<file path="src/hdl/smc_pkg.sv">
package smc_pkg;

  // ****************************************************************
  // Register map (byte addresses)
  // ****************************************************************
  localparam logic [7:0] ADDR_CMD     = 8'h00;
  localparam logic [7:0] ADDR_CFG     = 8'h04;
  localparam logic [7:0] ADDR_STATUS  = 8'h08;
  localparam logic [7:0] ADDR_OSTWAIT = 8'h0c;

  // ****************************************************************
  // Field positions
  // ****************************************************************
  localparam int CMD_HALT_BIT    = 0;
  localparam int CMD_STOP_BIT    = 1;
  localparam int CFG_CLKSRC_LSB  = 0;
  localparam int CFG_LPSEL_BIT   = 3;
  localparam int CFG_WUTSEL_BIT  = 4;
  localparam int CFG_SNZEN_BIT   = 5;
  localparam int CFG_CMPEXT_BIT  = 6;
  localparam int OPT_WDSTBY_BIT  = 0;
  localparam int OPT_WDEN_BIT    = 4;

  // ****************************************************************
  // Reset values and timing
  // ****************************************************************
  localparam logic [6:0]  CFG_RESET     = 7'h00;
  localparam int          CLK_MHZ       = 50;
  localparam int          OST_WAIT_US   = 65;
  localparam int          OST_CYCLES    = OST_WAIT_US * CLK_MHZ;
  localparam logic [15:0] OSTWAIT_RESET = 16'(OST_CYCLES);

  // ****************************************************************
  // Peripheral gate indices
  // ****************************************************************
  localparam int PG_TAU  = 0;
  localparam int PG_SER  = 1;
  localparam int PG_MDA  = 2;
  localparam int PG_DMA  = 3;
  localparam int PG_ADC  = 4;
  localparam int PG_IIC  = 5;
  localparam int PG_SCU  = 6;
  localparam int PG_CMP  = 7;
  localparam int PG_FMC  = 8;
  localparam int PG_HCRC = 9;
  localparam int PG_NUM  = 10;

  typedef enum logic [1:0] {
    SRC_HOCO,
    SRC_XTAL,
    SRC_EXT,
    SRC_SUB
  } smc_src_e;

  typedef enum logic [2:0] {
    ST_RUN,
    ST_HALT,
    ST_STOP,
    ST_OSTWAIT,
    ST_AUTONOMOUS_WAKE
  } smc_state_e;

endpackage

</file>
<file path="src/hdl/smc_axil.sv">
`timescale 1ns/1ns
module smc_axil
  import smc_pkg::*;
(
  input  wire logic        aclk,
  input  wire logic        aresetn,
  input  wire logic [7:0]  s_awaddr,
  input  wire logic        s_awvalid,
  output logic             s_awready,
  input  wire logic [31:0] s_wdata,
  input  wire logic [3:0]  s_wstrb,
  input  wire logic        s_wvalid,
  output logic             s_wready,
  output logic [1:0]       s_bresp,
  output logic             s_bvalid,
  input  wire logic        s_bready,
  input  wire logic [7:0]  s_araddr,
  input  wire logic        s_arvalid,
  output logic             s_arready,
  output logic [31:0]      s_rdata,
  output logic [1:0]       s_rresp,
  output logic             s_rvalid,
  input  wire logic        s_rready,
  output logic             wr_en,
  output logic [7:0]       wr_addr,
  output logic [31:0]      wr_data,
  output logic [3:0]       wr_strb,
  output logic [7:0]       rd_addr,
  input  wire logic [31:0] rd_data,
  input  wire logic        rd_ok,
  input  wire logic        wr_ok
);

  // ****************************************************************
  // Write channel: capture address and data in either order
  // ****************************************************************
  logic       aw_held;
  logic       w_held;
  logic [7:0] aw_q;

  always_ff @(posedge aclk) begin
    if (!aresetn) begin
      aw_held   <= 1'b0;
      w_held    <= 1'b0;
      aw_q      <= 8'h00;
      wr_data   <= 32'h0;
      wr_strb   <= 4'h0;
      s_awready <= 1'b0;
      s_wready  <= 1'b0;
      s_bvalid  <= 1'b0;
      s_bresp   <= 2'b00;
      wr_en     <= 1'b0;
    end else begin
      wr_en     <= 1'b0;
      s_awready <= !aw_held && !s_bvalid && !s_awready;
      s_wready  <= !w_held && !s_bvalid && !s_wready;
      if (s_awvalid && s_awready) begin
        aw_held   <= 1'b1;
        aw_q      <= s_awaddr;
        s_awready <= 1'b0;
      end
      if (s_wvalid && s_wready) begin
        w_held   <= 1'b1;
        wr_data  <= s_wdata;
        wr_strb  <= s_wstrb;
        s_wready <= 1'b0;
      end
      if (aw_held && w_held && !s_bvalid) begin
        wr_en    <= 1'b1;
        aw_held  <= 1'b0;
        w_held   <= 1'b0;
        s_bvalid <= 1'b1;
        s_bresp  <= wr_ok ? 2'b00 : 2'b10;
      end
      if (s_bvalid && s_bready) begin
        s_bvalid <= 1'b0;
      end
    end
  end

  assign wr_addr = aw_q;

  // ****************************************************************
  // Read channel: one read at a time
  // ****************************************************************
  logic rd_pend;

  always_ff @(posedge aclk) begin
    if (!aresetn) begin
      s_arready <= 1'b0;
      s_rvalid  <= 1'b0;
      s_rdata   <= 32'h0;
      s_rresp   <= 2'b00;
      rd_addr   <= 8'h00;
      rd_pend   <= 1'b0;
    end else begin
      s_arready <= !s_rvalid && !rd_pend && !s_arready;
      rd_pend   <= 1'b0;
      if (s_arvalid && s_arready) begin
        s_arready <= 1'b0;
        rd_addr   <= s_araddr;
        rd_pend   <= 1'b1;
      end
      // Data is decoded one cycle after the address lands, so it stands with rvalid
      if (rd_pend) begin
        s_rvalid <= 1'b1;
        s_rdata  <= rd_ok ? rd_data : 32'h0;
        s_rresp  <= rd_ok ? 2'b00 : 2'b10;
      end
      if (s_rvalid && s_rready) begin
        s_rvalid <= 1'b0;
      end
    end
  end

endmodule

</file>
<file path="src/hdl/smc_gate.sv">
`timescale 1ns/1ns
module smc_gate
  import smc_pkg::*;
(
  input  wire logic              in_halt,
  input  wire logic              in_stop,
  input  wire logic              in_autonomous_wake,
  input  wire logic [1:0]        src,
  input  wire logic              low_power_sel,
  input  wire logic              cmp_ext_ref,
  output logic [PG_NUM-1:0]      gate_en
);

  // ****************************************************************
  // Per-peripheral clock enable from mode and clock source
  // ****************************************************************
  logic from_sub;

  assign from_sub = (src == SRC_SUB);

  always_comb begin
    gate_en = '1;
    if (in_halt && from_sub) begin
      gate_en[PG_TAU]  = !low_power_sel;
      gate_en[PG_SER]  = !low_power_sel;
      gate_en[PG_MDA]  = !low_power_sel;
      gate_en[PG_DMA]  = !low_power_sel;
      gate_en[PG_ADC]  = 1'b0;
      gate_en[PG_IIC]  = 1'b0;
      gate_en[PG_SCU]  = 1'b0;
      gate_en[PG_CMP]  = cmp_ext_ref;
      gate_en[PG_HCRC] = 1'b0;
    end
    if (in_halt && (from_sub || src == SRC_HOCO)) begin
      gate_en[PG_FMC] = 1'b0;
    end
    if (in_stop || in_autonomous_wake) begin
      gate_en          = '0;
      gate_en[PG_ADC]  = in_autonomous_wake;
      gate_en[PG_SER]  = in_autonomous_wake;
      gate_en[PG_CMP]  = cmp_ext_ref;
    end
  end

endmodule

</file>
<file path="src/hdl/smc_top.sv">
`timescale 1ns/1ns
// Function
// - Halt gates CPU clock, selected oscillator keeps running
// - Stop halts high-speed oscillators entirely
// - Interrupt exits stop, crystal waits stabilization
// - Serial, RTC or interval timer trigger enters autonomous wake from HOCO stop
// - Standby preserves registers and port latches
// - Pending unmasked interrupt blocks halt entry
// - Low-speed oscillator run per select/options
// - Halt from main keeps active source only
// - Halt from subsystem disables main sources
// - Halt stops CPU and flash, keeps latches
// - Sub halt: timer/serial/muldiv/DMA per low-power
// - Sub halt: ADC/I2C/smartcard off, comparator conditional
// - Frequency measurement off for internal/sub halt
// - Guards act only on DMA during halt
// - CRC on RAM only with DMA; fast CRC off in sub halt
// - Device stops listed functions on entry
// - Unmasked interrupt releases halt
// - Reset releases halt to reset vector
module smc_top
  import smc_pkg::*;
(
  input  wire logic              aclk,
  input  wire logic              aresetn,
  input  wire logic [7:0]        s_axil_awaddr,
  input  wire logic              s_axil_awvalid,
  output logic                   s_axil_awready,
  input  wire logic [31:0]       s_axil_wdata,
  input  wire logic [3:0]        s_axil_wstrb,
  input  wire logic              s_axil_wvalid,
  output logic                   s_axil_wready,
  output logic [1:0]             s_axil_bresp,
  output logic                   s_axil_bvalid,
  input  wire logic              s_axil_bready,
  input  wire logic [7:0]        s_axil_araddr,
  input  wire logic              s_axil_arvalid,
  output logic                   s_axil_arready,
  output logic [31:0]            s_axil_rdata,
  output logic [1:0]             s_axil_rresp,
  output logic                   s_axil_rvalid,
  input  wire logic              s_axil_rready,
  input  wire logic              halt_exec,
  input  wire logic              stop_exec,
  input  wire logic              irq_pending,
  input  wire logic              clocked_serial_channel_rx,
  input  wire logic              async_serial_channel_rx,
  input  wire logic              rtc_interrupt,
  input  wire logic              interval_timer_interrupt,
  input  wire logic              wake_done,
  input  wire logic [7:0]        option_byte,
  output logic                   cpu_clk_en,
  output logic                   flash_en,
  output logic                   hoco_en,
  output logic                   main_crystal_clock_en,
  output logic                   ext_main_en,
  output logic                   sub_crystal_clock_en,
  output logic                   ext_sub_en,
  output logic                   lsoc_en,
  output logic                   port_latch_hold,
  output logic                   dma_only_guard,
  output logic                   wake_release,
  output logic [PG_NUM-1:0]      periph_clk_en
);

  // ****************************************************************
  // Input synchronisers for pins from outside the domain
  // ****************************************************************
  logic [3:0] wake_meta;
  logic [3:0] wake_sync;
  logic [7:0] opt_meta;
  logic [7:0] opt_sync;

  always_ff @(posedge aclk) begin
    if (!aresetn) begin
      wake_meta <= 4'h0;
      wake_sync <= 4'h0;
      opt_meta  <= 8'h00;
      opt_sync  <= 8'h00;
    end else begin
      wake_meta <= {interval_timer_interrupt, rtc_interrupt, async_serial_channel_rx, clocked_serial_channel_rx};
      wake_sync <= wake_meta;
      opt_meta  <= option_byte;
      opt_sync  <= opt_meta;
    end
  end

  // ****************************************************************
  // Registers
  // ****************************************************************
  logic        wr_en;
  logic [7:0]  wr_addr;
  logic [31:0] wr_data;
  logic [3:0]  wr_strb;
  logic [7:0]  rd_addr;
  logic [31:0] rd_data;
  logic        rd_ok;
  logic        wr_ok;
  logic [6:0]  cfg;
  logic [15:0] ost_wait;
  logic        sw_halt;
  logic        sw_stop;
  smc_state_e  state;
  logic [15:0] ost_cnt;
  logic [1:0]  src;

  assign src = cfg[CFG_CLKSRC_LSB +: 2];

  smc_axil u_axil (
    .aclk      (aclk),
    .aresetn   (aresetn),
    .s_awaddr  (s_axil_awaddr),
    .s_awvalid (s_axil_awvalid),
    .s_awready (s_axil_awready),
    .s_wdata   (s_axil_wdata),
    .s_wstrb   (s_axil_wstrb),
    .s_wvalid  (s_axil_wvalid),
    .s_wready  (s_axil_wready),
    .s_bresp   (s_axil_bresp),
    .s_bvalid  (s_axil_bvalid),
    .s_bready  (s_axil_bready),
    .s_araddr  (s_axil_araddr),
    .s_arvalid (s_axil_arvalid),
    .s_arready (s_axil_arready),
    .s_rdata   (s_axil_rdata),
    .s_rresp   (s_axil_rresp),
    .s_rvalid  (s_axil_rvalid),
    .s_rready  (s_axil_rready),
    .wr_en     (wr_en),
    .wr_addr   (wr_addr),
    .wr_data   (wr_data),
    .wr_strb   (wr_strb),
    .rd_addr   (rd_addr),
    .rd_data   (rd_data),
    .rd_ok     (rd_ok),
    .wr_ok     (wr_ok)
  );

  assign wr_ok = (wr_addr == ADDR_CMD) || (wr_addr == ADDR_CFG) || (wr_addr == ADDR_OSTWAIT);

  always_comb begin
    rd_ok   = 1'b1;
    rd_data = 32'h0;
    unique case (rd_addr)
      ADDR_CMD:     rd_data = 32'h0;
      ADDR_CFG:     rd_data = {25'h0, cfg};
      ADDR_STATUS:  rd_data = {13'h0, ost_cnt, 3'(state)};
      ADDR_OSTWAIT: rd_data = {16'h0, ost_wait};
      default:      rd_ok   = 1'b0;
    endcase
  end

  // Configuration survives every standby mode untouched
  always_ff @(posedge aclk) begin
    if (!aresetn) begin
      cfg      <= CFG_RESET;
      ost_wait <= OSTWAIT_RESET;
    end else if (wr_en && state == ST_RUN) begin
      if (wr_addr == ADDR_CFG && wr_strb[0]) begin
        cfg <= wr_data[6:0];
      end
      if (wr_addr == ADDR_OSTWAIT) begin
        if (wr_strb[0]) begin
          ost_wait[7:0] <= wr_data[7:0];
        end
        if (wr_strb[1]) begin
          ost_wait[15:8] <= wr_data[15:8];
        end
      end
    end
  end

  // Software-issued entry commands are one-cycle pulses
  always_ff @(posedge aclk) begin
    if (!aresetn) begin
      sw_halt <= 1'b0;
      sw_stop <= 1'b0;
    end else begin
      sw_halt <= wr_en && wr_addr == ADDR_CMD && wr_strb[0] && wr_data[CMD_HALT_BIT];
      sw_stop <= wr_en && wr_addr == ADDR_CMD && wr_strb[0] && wr_data[CMD_STOP_BIT];
    end
  end

  // ****************************************************************
  // Standby sequencer
  // ****************************************************************
  logic go_halt;
  logic go_stop;
  logic autonomous_wake_req;

  assign go_halt    = halt_exec || sw_halt;
  assign go_stop    = (stop_exec || sw_stop) && src != SRC_SUB;
  assign autonomous_wake_req = cfg[CFG_SNZEN_BIT] && src == SRC_HOCO && (|wake_sync);

  always_ff @(posedge aclk) begin
    if (!aresetn) begin
      state   <= ST_RUN;
      ost_cnt <= 16'h0;
    end else begin
      unique case (state)
        ST_RUN: begin
          if (go_halt && !irq_pending) begin
            state <= ST_HALT;
          end else if (go_stop && !irq_pending) begin
            state <= ST_STOP;
          end
        end
        ST_HALT: begin
          if (irq_pending) begin
            state <= ST_RUN;
          end
        end
        ST_STOP: begin
          if (irq_pending) begin
            if (src == SRC_XTAL) begin
              state   <= ST_OSTWAIT;
              ost_cnt <= ost_wait;
            end else begin
              state <= ST_RUN;
            end
          end else if (autonomous_wake_req) begin
            state <= ST_AUTONOMOUS_WAKE;
          end
        end
        ST_OSTWAIT: begin
          if (ost_cnt <= 16'h1) begin
            ost_cnt <= 16'h0;
            state   <= ST_RUN;
          end else begin
            ost_cnt <= ost_cnt - 16'h1;
          end
        end
        ST_AUTONOMOUS_WAKE: begin
          if (irq_pending) begin
            state <= ST_RUN;
          end else if (wake_done) begin
            state <= ST_STOP;
          end
        end
      endcase
    end
  end

  // ****************************************************************
  // Clock and function control outputs
  // ****************************************************************
  logic              in_halt;
  logic              in_stop;
  logic              in_autonomous_wake;
  logic              lsoc_run;
  logic [PG_NUM-1:0] gate_en;

  assign in_halt   = (state == ST_HALT);
  assign in_stop   = (state == ST_STOP) || (state == ST_OSTWAIT);
  assign in_autonomous_wake = (state == ST_AUTONOMOUS_WAKE);
  assign lsoc_run  = cfg[CFG_WUTSEL_BIT] || (opt_sync[OPT_WDEN_BIT] && opt_sync[OPT_WDSTBY_BIT]);

  smc_gate u_gate (
    .in_halt       (in_halt),
    .in_stop       (in_stop),
    .in_autonomous_wake     (in_autonomous_wake),
    .src           (src),
    .low_power_sel (cfg[CFG_LPSEL_BIT]),
    .cmp_ext_ref   (cfg[CFG_CMPEXT_BIT]),
    .gate_en       (gate_en)
  );

  always_ff @(posedge aclk) begin
    if (!aresetn) begin
      cpu_clk_en            <= 1'b1;
      flash_en              <= 1'b1;
      hoco_en               <= 1'b1;
      main_crystal_clock_en <= 1'b0;
      ext_main_en           <= 1'b0;
      sub_crystal_clock_en  <= 1'b0;
      ext_sub_en            <= 1'b0;
      lsoc_en               <= 1'b0;
      port_latch_hold       <= 1'b0;
      dma_only_guard        <= 1'b0;
      wake_release          <= 1'b0;
      periph_clk_en         <= '1;
    end else begin
      cpu_clk_en            <= (state == ST_RUN) && !(go_halt && !irq_pending);
      flash_en              <= (state == ST_RUN);
      hoco_en               <= !in_stop && (!in_halt || src == SRC_HOCO) || in_autonomous_wake;
      main_crystal_clock_en <= (state == ST_OSTWAIT) || (!in_stop && !in_autonomous_wake && (!in_halt || src == SRC_XTAL));
      ext_main_en           <= !in_stop && !in_autonomous_wake && (!in_halt || src == SRC_EXT);
      sub_crystal_clock_en  <= src == SRC_SUB;
      ext_sub_en            <= 1'b0;
      lsoc_en               <= (state == ST_RUN) || lsoc_run;
      port_latch_hold       <= (state != ST_RUN);
      dma_only_guard        <= in_halt;
      wake_release          <= (state != ST_RUN) && irq_pending;
      periph_clk_en         <= gate_en;
    end
  end

  // ****************************************************************
  // Checks
  // ****************************************************************
  a_halt_block: assert property (@(posedge aclk) disable iff (!aresetn)
    (state == ST_RUN && irq_pending) |=> state != ST_HALT) else $error("halt entered with pending irq");
  a_stop_sub: assert property (@(posedge aclk) disable iff (!aresetn)
    (state == ST_RUN && src == SRC_SUB && !go_halt) |=> state != ST_STOP) else $error("stop from subclock");
  a_halt_wake: assert property (@(posedge aclk) disable iff (!aresetn)
    (in_halt && irq_pending) |=> state == ST_RUN) else $error("halt not released");
  a_cpu_gated: assert property (@(posedge aclk) disable iff (!aresetn)
    in_halt |=> !cpu_clk_en) else $error("cpu clock runs in halt");
  a_stop_osc: assert property (@(posedge aclk) disable iff (!aresetn)
    (state == ST_STOP) |=> !hoco_en) else $error("oscillator runs in stop");
  a_ost_wait: assert property (@(posedge aclk) disable iff (!aresetn)
    (state == ST_STOP && irq_pending && src == SRC_XTAL) |=> state == ST_OSTWAIT) else $error("no stabilization");
  a_cfg_hold: assert property (@(posedge aclk) disable iff (!aresetn)
    (state != ST_RUN) |=> $stable(cfg)) else $error("config changed in standby");
  a_sub_gate: assert property (@(posedge aclk) disable iff (!aresetn)
    (in_halt && src == SRC_SUB) |=> !periph_clk_en[PG_ADC] && !periph_clk_en[PG_IIC]) else $error("adc on");
  a_flash_off: assert property (@(posedge aclk) disable iff (!aresetn)
    in_halt |=> !flash_en) else $error("flash runs in halt");
  a_dma_guard: assert property (@(posedge aclk) disable iff (!aresetn)
    in_halt |=> dma_only_guard) else $error("guard not limited to dma in halt");
  a_sub_mains: assert property (@(posedge aclk) disable iff (!aresetn)
    (in_halt && src == SRC_SUB) |=> !hoco_en && !main_crystal_clock_en && !ext_main_en) else $error("main osc on");
  a_lsoc_off: assert property (@(posedge aclk) disable iff (!aresetn)
    (state != ST_RUN && !cfg[CFG_WUTSEL_BIT] && !opt_sync[OPT_WDEN_BIT]) |=> !lsoc_en) else $error("lsoc runs");
  a_stop_gate: assert property (@(posedge aclk) disable iff (!aresetn)
    in_stop |=> !periph_clk_en[PG_TAU] && !periph_clk_en[PG_DMA]) else $error("peripheral clocked in stop");
  a_ost_count: assert property (@(posedge aclk) disable iff (!aresetn)
    (state == ST_OSTWAIT && ost_cnt > 16'h1) |=> state == ST_OSTWAIT) else $error("stabilization cut short");
  c_halt: cover property (@(posedge aclk) disable iff (!aresetn) state == ST_RUN ##1 state == ST_HALT);
  c_stop_wait: cover property (@(posedge aclk) disable iff (!aresetn) state == ST_OSTWAIT ##1 state == ST_RUN);
  c_autonomous_wake: cover property (@(posedge aclk) disable iff (!aresetn) state == ST_AUTONOMOUS_WAKE ##1 state == ST_STOP);
  c_halt_refused: cover property (@(posedge aclk) disable iff (!aresetn) state == ST_RUN && go_halt && irq_pending);
  c_sub_halt: cover property (@(posedge aclk) disable iff (!aresetn) in_halt && src == SRC_SUB);

endmodule

</file>
<file path="config.mk">
export PLATFORM = sky130hd
export DESIGN_NAME = smc_top
export DESIGN_NICKNAME = d
export VERILOG_FILES = /design/src/hdl/smc_pkg.sv /design/src/hdl/smc_axil.sv /design/src/hdl/smc_gate.sv /design/src/hdl/smc_top.sv
export SDC_FILE = /design/constraint.sdc
export NUM_CORES = 1
export LEC_CHECK = 0
export BUFFER_PORTS_ARGS = -buffer_cell sky130_fd_sc_hd__buf_2
export CAP_MARGIN = 10
export CELL_PAD_IN_SITES_DETAIL_PLACEMENT = 2
export CELL_PAD_IN_SITES_GLOBAL_PLACEMENT = 2
export CORE_UTILIZATION = 30
export CTS_BUF_LIST = sky130_fd_sc_hd__clkbuf_2
export DETAILED_ROUTE_END_ITERATION = 8
export PLACE_DENSITY_LB_ADDON = 0.3
export SETUP_SLACK_MARGIN = 0.02
export SYNTH_ARGS = -nofsm -noshare
export SYNTH_HDL_FRONTEND = slang
export SYNTH_SLANG_ARGS = --single-unit
</file>
<file path="constraint.sdc">
create_clock -name aclk -period 3 [get_ports aclk]
set_input_delay 0.9 -clock aclk [delete_from_list [all_inputs] [get_ports aclk]]
set_output_delay 0.9 -clock aclk [all_outputs]
set_load 0.02 [all_outputs]
</file>
# After elaboration in Yosys (flattened, before gate mapping)
# Cells that the tools add are included.
totals:
  reg_bits: 161
  in_bits: 75
  output_inout_bits: 62
  wordCells: 166
classes:
  add_sub_neg: 1
  order_cmp: 1
  eq_ne: 20
  n_mux: 25
  n_bitwise: 1
  n_reduce_logical: 80
op_table:
  columns: ["operator", "n"]
  rows:
  - ["19-bit case mux with 3 select lines", 1]
  - ["16-bit two-way mux", 3]
  - ["1-bit logical AND", 33]
  - ["16-bit case mux with 2 select lines", 1]
  - ["8-bit by 4-bit equality test with 1-bit output (second input constant)", 3]
  - ["3-bit two-way mux", 8]
  - ["19-bit two-way mux", 1]
  - ["8-bit by 3-bit equality test with 1-bit output (second input constant)", 2]
  - ["16-bit by 1-bit less-or-equal comparator with 1-bit output (second input constant)", 1]
  - ["8-bit logical NOT", 2]
  - ["16-bit by 1-bit subtractor with 16-bit output (second input constant)", 1]
  - ["3-bit case mux with 5 select lines", 1]
  - ["1-bit logical NOT", 14]
  - ["1-bit logical OR", 14]
  - ["2-bit OR reduction", 6]
  - ["10-bit two-way mux", 1]
  - ["3-bit inequality test (second input constant)", 3]
  - ["3-bit AND reduction", 3]
  - ["8-bit two-way mux", 1]
  - ["2-bit inequality test (second input constant)", 4]
  - ["4-bit OR reduction", 2]
  - ["3-bit by 2-bit equality test with 1-bit output (second input constant)", 2]
  - ["2-bit two-way mux", 3]
  - ["1-bit two-way mux", 5]
  - ["12 further kinds", 13]

# Longest topological paths before layout
# Gate-level depths: netlist of run 1.
depth:
  depth_word: 6
  ltp_mapped: 9
  depth_no_buf: 7

# Cells and area by module
# Synthesis of run 1 repeated with hierarchy kept, for this count alone.
hier_totals:
  hier_cells: 842
  area_unflattened_um2: 7689.9
modules_own_cells:
  columns: ["mod", "n_inst", "cells_per_inst", "area_each_um2", "seq_area_each_um2"]
  rows:
  - ["smc_axil", 1, 412, 4056.4, 1901.8]
  - ["smc_top", 1, 416, 3530.9, 1521.5]
  - ["smc_gate", 1, 14, 102.6, 0.0]

# Worst setup path before layout of run 1
# No wires, ideal clock.
synth_path:
  path_kind: "input -> register"
  start: "input port irq_pending"
  end: "register ost_cnt[5]"
  setup_ns: 0.070
  arrival_time_ns: 2.281
  required_ns: 2.930
  slack_ns: 0.649
  cell_stages: 6
  n_path_buf: 1
  path_cell_list: "clkbuf_1 > and2_1 > o21ai_1 > or4_2 > a21o_1 > a21oi_1"
synth_via:
  elab_chain_cells: 2
synth_rtl:
  columns: ["element", "line", "rtl"]
  rows:
  - ["from (decl)", "smc_top.sv:45", "input wire logic irq_pending,"]
  - ["2-bit inequality test (no line)", null, null]
  - ["3-bit AND reduction (no line)", null, null]
  - ["to (signal assigned)", "smc_top.sv:217", "ost_cnt <= ost_wait;"]
  - ["to (signal assigned)", "smc_top.sv:230", "ost_cnt <= ost_cnt - 16'h1;"]
  - ["to (decl)", "smc_top.sv:104", "logic [15:0] ost_cnt;"]
# Every way passes these cells.
# A chain may end at the register's enable or synchronous reset.

# Worst setup path after layout of run 1
layout_path:
  start: "register ost_cnt[9]"
  end: "register state[0]"
layout_via:
  elab_chain_cells: 3
layout_rtl:
  columns: ["element", "line", "rtl"]
  rows:
  - ["16-bit by 1-bit less-or-equal comparator with 1-bit output", "smc_top.sv:226", "if (ost_cnt <= 16'h1) begin"]
  - ["2-bit inequality test (no line)", null, null]
  - ["5-bit AND reduction (no line)", null, null]
  - ["to (signal assigned)", "smc_top.sv:228", "state <= ST_RUN;"]
  - ["to (signal assigned)", "smc_top.sv:235", "state <= ST_RUN;"]
  - ["to (signal assigned)", "smc_top.sv:237", "state <= ST_STOP;"]
  - ["to (decl)", "smc_top.sv:103", "smc_state_e state;"]
# Every way passes these cells.

==> run metrics, run 1 <==
status complete, no violations; FILL cells between 2k and 2.5k; Netlist cell types 63; initial DRC count around 210; Setup Viol. Count Final 0; met1 Use GR 0.236; Routed Antenna Nets 0; post-DP HPWL approximately 13,000 um; slowest stage cell, crit path or4_1; die area 20,000 sq um; post-synthesis cell area roughly 5800 sq um; Worst Setup SP ost_cnt[9]; ys async rst share 0; worst skew pair latency approximately 0.73 ns; post_cts resized 0; final worst path period need roughly 2.6 ns; Die Y roughly 140 um; Worst Path Max Fanout 11; hold_buf cts 0; pin count of the biggest net entering global routing 36; unrepaired setup endpoints after global routing no; worst path arrival time roughly 3.3 ns; max cap viols 0; Setup Skew around 0.045 ns; number of port buffers 96; startpoint types register; adder-cell share of the synthesized area 0.0129; area leader, netlist dfxtp_1; WP buf/inv 0; Initial Utilization 0.309; Core ar. about 19,000 sq um; pre-CTS setup slack around 0.37 ns; final hold vios 0; vias in the first global route roughly 5.6k; post-synthesis sequential area ratio 0.467; multi-input logic area between 2000 and 3000 sq um; first-pass GRT wire length 29,900 um; post-route setup TNS 0 ns; layout net count around 850; Hold Path Origin s_axil_rready; CTS root buf clkbuf_2; Fmax 383 MHz; finished layout cell area about 6700 sq um; grt met3 use 0.0364; hold slack 0.342 ns; dominant cells by area after synthesis dfxtp_1, a21oi_1, nand2_1; Post-Route WL around 18,000 um; gr usage total 0.193; Pwr per Cell Area 601 nW/um^2; required time of the critical path 3.67 ns; I/O pins between 100 and 150; Yosys reg bits 136; layout cell share with drive strength beyond 1 0.205; Period Utilization, post-route 0.871; Area Growth Syn to Fin 15.6%; Final Wtd Congestion roughly 0.80; drc violations 0; r2r startpoint ost_cnt[9]; antenna cells 0; H-Tree Depth 4; crit end category register; commonest register cell after synthesis dfxtp_1; dpl cells ~1k; Tot Pwr 4.05 mW; fin util 0.357; clock sinks between 100 and 150; multiplexer share of the synthesized area 0.0408; GRT busiest layer met2; Slew @ Worst Pin between 0.8 and 0.9 ns; register area about 2700 sq um; Leakage 2.69 nW; relative slew slack 0.466; post-route insts no fill 1,046; Syn Area/Cell 8.41 sq um; initial antenna violation count 0; grt met2 use 0.335; post-synth top area share 0.467; Crit path max-delay family simple AND/OR/NAND/NOR gates; total placed instance area 6480 sq um; crit-path max cell delay around 0.64 ns; Post-Synth XOR/XNOR Area 0.00300; compound-gate portion of the synthesized area 0.176; final slew viol count 0; row count 50; Max VDD drop roughly 180 uV; CTS buffer count 17; EDFF count, synth 0; CTS max path bufs 2; critical path class register to register; fin worst setup slack between 0.3 and 0.4 ns; worst path cell trace or4_1 -> and4bb_2 -> a21o_1 -> nand2_1 -> o311a_1; Simple-Gate Fraction of Synth Area 0.232; via count ~5.3k; drt pass-1 iters 4; Post-CTS Setup Bufs 0; GRT overflow 0; vias per cell about 5.1; drt wl/cell approximately 18 um; worst hold path class input port to register; Post-Synthesis Cells 693; clock-pin slew on the worst setup and hold paths roughly 0.24 ns; YS warnings 0; die width approximately 140 um; CTS tree done; largest family of logic cells by synthesized area simple AND/OR/NAND/NOR gates
-- sequential cells by signal (all words and copies together), names as in the netlist, 2 cells and up --
name and count:
cfg 7, opt_meta 2, opt_sync 2, ost_cnt 16, ost_wait 16, periph_clk_en 6, state 3, u_axil.rd_addr 8
u_axil.s_rdata 19, u_axil.wr_addr 8, u_axil.wr_data 16, u_axil.wr_strb 2, wake_meta 4, wake_sync 4
-- power by group --
| group | switching [mW] | internal [mW] |
|---|---|---|
| Combinational | 0.537 | 0.308 |
| Clock | 0.732 | 0.479 |
| Sequential | 0.0826 | 1.91 |
-- cells in the mapped netlist, types with 3 or more instances --
cell type,n
o31ai_1,5
buf_4,20
a22oi_1,5
mux2i_1,17
nor4_1,8
o21ai_0,33
nor3_1,16
and3_1,7
nand4_1,3
dfxtp_1,136
nor2_1,51
and2_1,17
a31oi_1,6
nand2_1,92
nor3b_1,3
ha_1,6
a22o_1,7
a2bb2oi_1,12
clkbuf_1,36
nor2b_1,3
mux2_2,6
nand3_1,43
a21oi_1,73
inv_1,12
or3_1,6
or4_1,4
a21o_1,4
nand2b_1,14
buf_1,7
-- metal layers --
metal / vias up / share of wire
met3: 25 / 0.038
met1: 2620 / 0.45
met5: - / 0
met2: 120 / 0.49
li1: 2560 / -
met4: 0 / 0.017
-- cells in the final DEF, fill, tap and decap left out, drive strengths merged, types with 8 or more instances in the layout --
cell,instances
dfxtp,136
nand3,43
inv,16
and2,17
conb,16
nand2,92
clkbuf,19
a2bb2oi,12
nor3,16
mux2i,17
o21ai,34
a21oi,73
nand2b,14
nor4,8
nor2,51
buf,114
-- logic make-up (layout without fill, tap and decap cells) --
group	Yosys count	after routing
AND/OR/NAND/NOR	279	279
AO/OA/AOI/OAI	166	166
flip-flops	136	136
buffers and inverters	80	158
multiplexers	23	23
adder cells (fa/ha/maj)	6	6
XOR/XNOR	2	2
other	1	16
-- area by class of cell --
cell class	count	area share
clock inverter	13	0.0249
tap	260	0.0483
sequential	136	0.404
multi-input combinational	492	0.411
timing repair buffer	114	0.0913
inverter	12	0.00668
clock buffer	19	0.0141
-- worst paths after layout --
kind / to / slack, ns / depth (start not counted)
worst min-delay path: u_axil.s_rvalid / 0.34 / 2
worst max register to register: state[0] / 0.39 / 5
worst max-delay path: state[0] / 0.39 / 5
worst min register to register: wake_sync[2] / 0.46 / 1
(Power assumes the default switching activity.)
==> run 2, diff against run 1 <==
CELL_PAD_IN_SITES_DETAIL_PLACEMENT = 1   (was 2)
CELL_PAD_IN_SITES_GLOBAL_PLACEMENT = 1   (was 2)
==> run 2 against run 1 <==
Against the previous run: worst setup slack better by 0.0051 ns; hold slack better by 0.026 ns; sequential power hardly changed; flip-flop and latch count stayed put; via count is 2.4% lower; non-clock buffer count is 5 lower; fmax is 0.19% higher; cell count is 0.48% lower; count of clock-buffer cells in the layout is 2 lower; largest cell class unchanged.
==> run metrics, run 2 (synthesis results as in run 1) <==
status complete, no violations; drt pass-1 iters 4; Max VDD drop slightly above 200 uV; Worst Path Max Fanout 11; Area Growth Syn to Fin 15.1%; Setup Viol. Count Final 0; GRT overflow 0; met3 wire length 607 um; row count 50; fin worst setup slack around 0.39 ns; total placed instance area around 6500 sq um; Period Utilization, post-route 0.869; worst path cell trace or4_1 -> and4bb_2 -> a21o_1 -> nand2_1 -> o311a_1; die area 20,000 sq um; Worst R2R Path Depth 5; Pwr per Cell Area slightly below 600 nW/um^2; finished layout cell area roughly 6700 sq um; Slew @ Worst Pin roughly 0.81 ns; post-DP HPWL 12,100 um; final hold vios 0; CTS buffer count 17; vias in the first global route ~5.4k; clock-pin slew on the worst setup and hold paths approximately 0.2 ns; Routed Antenna Nets 0; pin count of the biggest net entering global routing 83; max layer used met4; drt wl/cell 16.0 um; post-route setup TNS 0 ns; required time of the critical path 3.61 ns; drc violations 0; largest register by flop count u_axil.s_rdata; crit-path max cell delay ~0.64 ns; Tot Pwr between 3 and 4 mW; startpoint types register; layout net count approximately 850; crit end category register; unrepaired setup endpoints after global routing no; Final Wtd Congestion 0.811; layout cell share with drive strength beyond 1 0.200; WP buf/inv 0; CTS root buf clkbuf_2; post_cts resized 0; worst hold path class input port to register; Leakage approximately 2.7 nW; first-pass GRT wire length 27,200 um; Post-Route WL 16,700 um; slowest stage cell, crit path or4_1; number of port buffers 96; clock sinks 136; hold_buf cts 0; Core ar. ~19,000 sq um; Die Y 141 um; pre-CTS setup slack 0.352 ns; CTS tree done; commonest non-fill, non-tap cell in the layout dfxtp_1; worst hold stages 2; vias per cell approximately 5; Initial Utilization 0.309; die width 141 um; worst skew pair latency roughly 0.71 ns; initial DRC count approximately 240; final worst path period need approximately 2.6 ns; met2 wire len between 8000 and 9000 um; gr usage total 0.173; initial antenna violation count 0; FILL cells ~2.4k; Crit path max-delay family simple AND/OR/NAND/NOR gates; most frequent cells in the layout dfxtp_1, buf_2, nand2_1; max cap viols 0; worst path arrival time around 3.2 ns; Largest register FFs 19; CTS max path bufs 2; M1 WL around 7800 um; Stages on worst setup path 5; I/O pins ~140; final slew viol count 0; Setup Skew ~0.032 ns; antenna cells 0; H-Tree Depth 4; relative slew slack 0.459; critical path class register to register; Post-CTS Setup Bufs 0; Fmax between 300 and 400 MHz; via count between 5k and 6k
==> run 2: metrics by stage <==
stage / std cells / hold WS [ns] / utilization
6_report: 1041 / 0.368 / 0.355
5_1_grt: 1041 / 0.259 / 0.355
4_1_cts: 1041 / 0.268 / 0.355
3_5_place_dp: 1009 / 0.426 / 0.342
3_3_place_gp: 1009 / 0.417 / 0.342
2_1_floorplan: 708 / 0.412 / -
==> run 2: cell type report <==
type | instances | area [sq um] | area share
clock inverters | 15 | 174 | 0.0259
inverters | 12 | 45.0 | 0.00671
flip-flops and latches | 136 | 2720 | 0.406
repair buffers | 109 | 591 | 0.0880
multi-input cells | 492 | 2770 | 0.413
clock buffers | 17 | 85.1 | 0.0127
well taps | 260 | 325 | 0.0485
==> run 2: power breakdown <==
group	total (mW)	switching [mW]	internal, mW
logic	0.803	0.502	0.301
clock network	1.18	0.713	0.472
registers	2.00	0.0930	1.91
==> run 2: metal layers <==
| metal | track usage | up-vias |
|---|---|---|
| met5 | 0 | - |
| met4 | 0.0566 | 0 |
| met3 | 0.0385 | 11 |
| met2 | 0.290 | 110 |
| met1 | 0.219 | 2533 |
| li1 | - | 2545 |
==> run 2: worst paths after layout <==
path / slack (ns) / from / endpoint
worst min-delay path: 0.37 / s_axil_rready / u_axil.s_rvalid
worst min register to register: 0.46 / u_axil.wr_data[7] / ost_wait[7]
worst max-delay path: 0.39 / ost_cnt[9] / state[0]
worst max register to register: 0.39 / ost_cnt[9] / state[0]
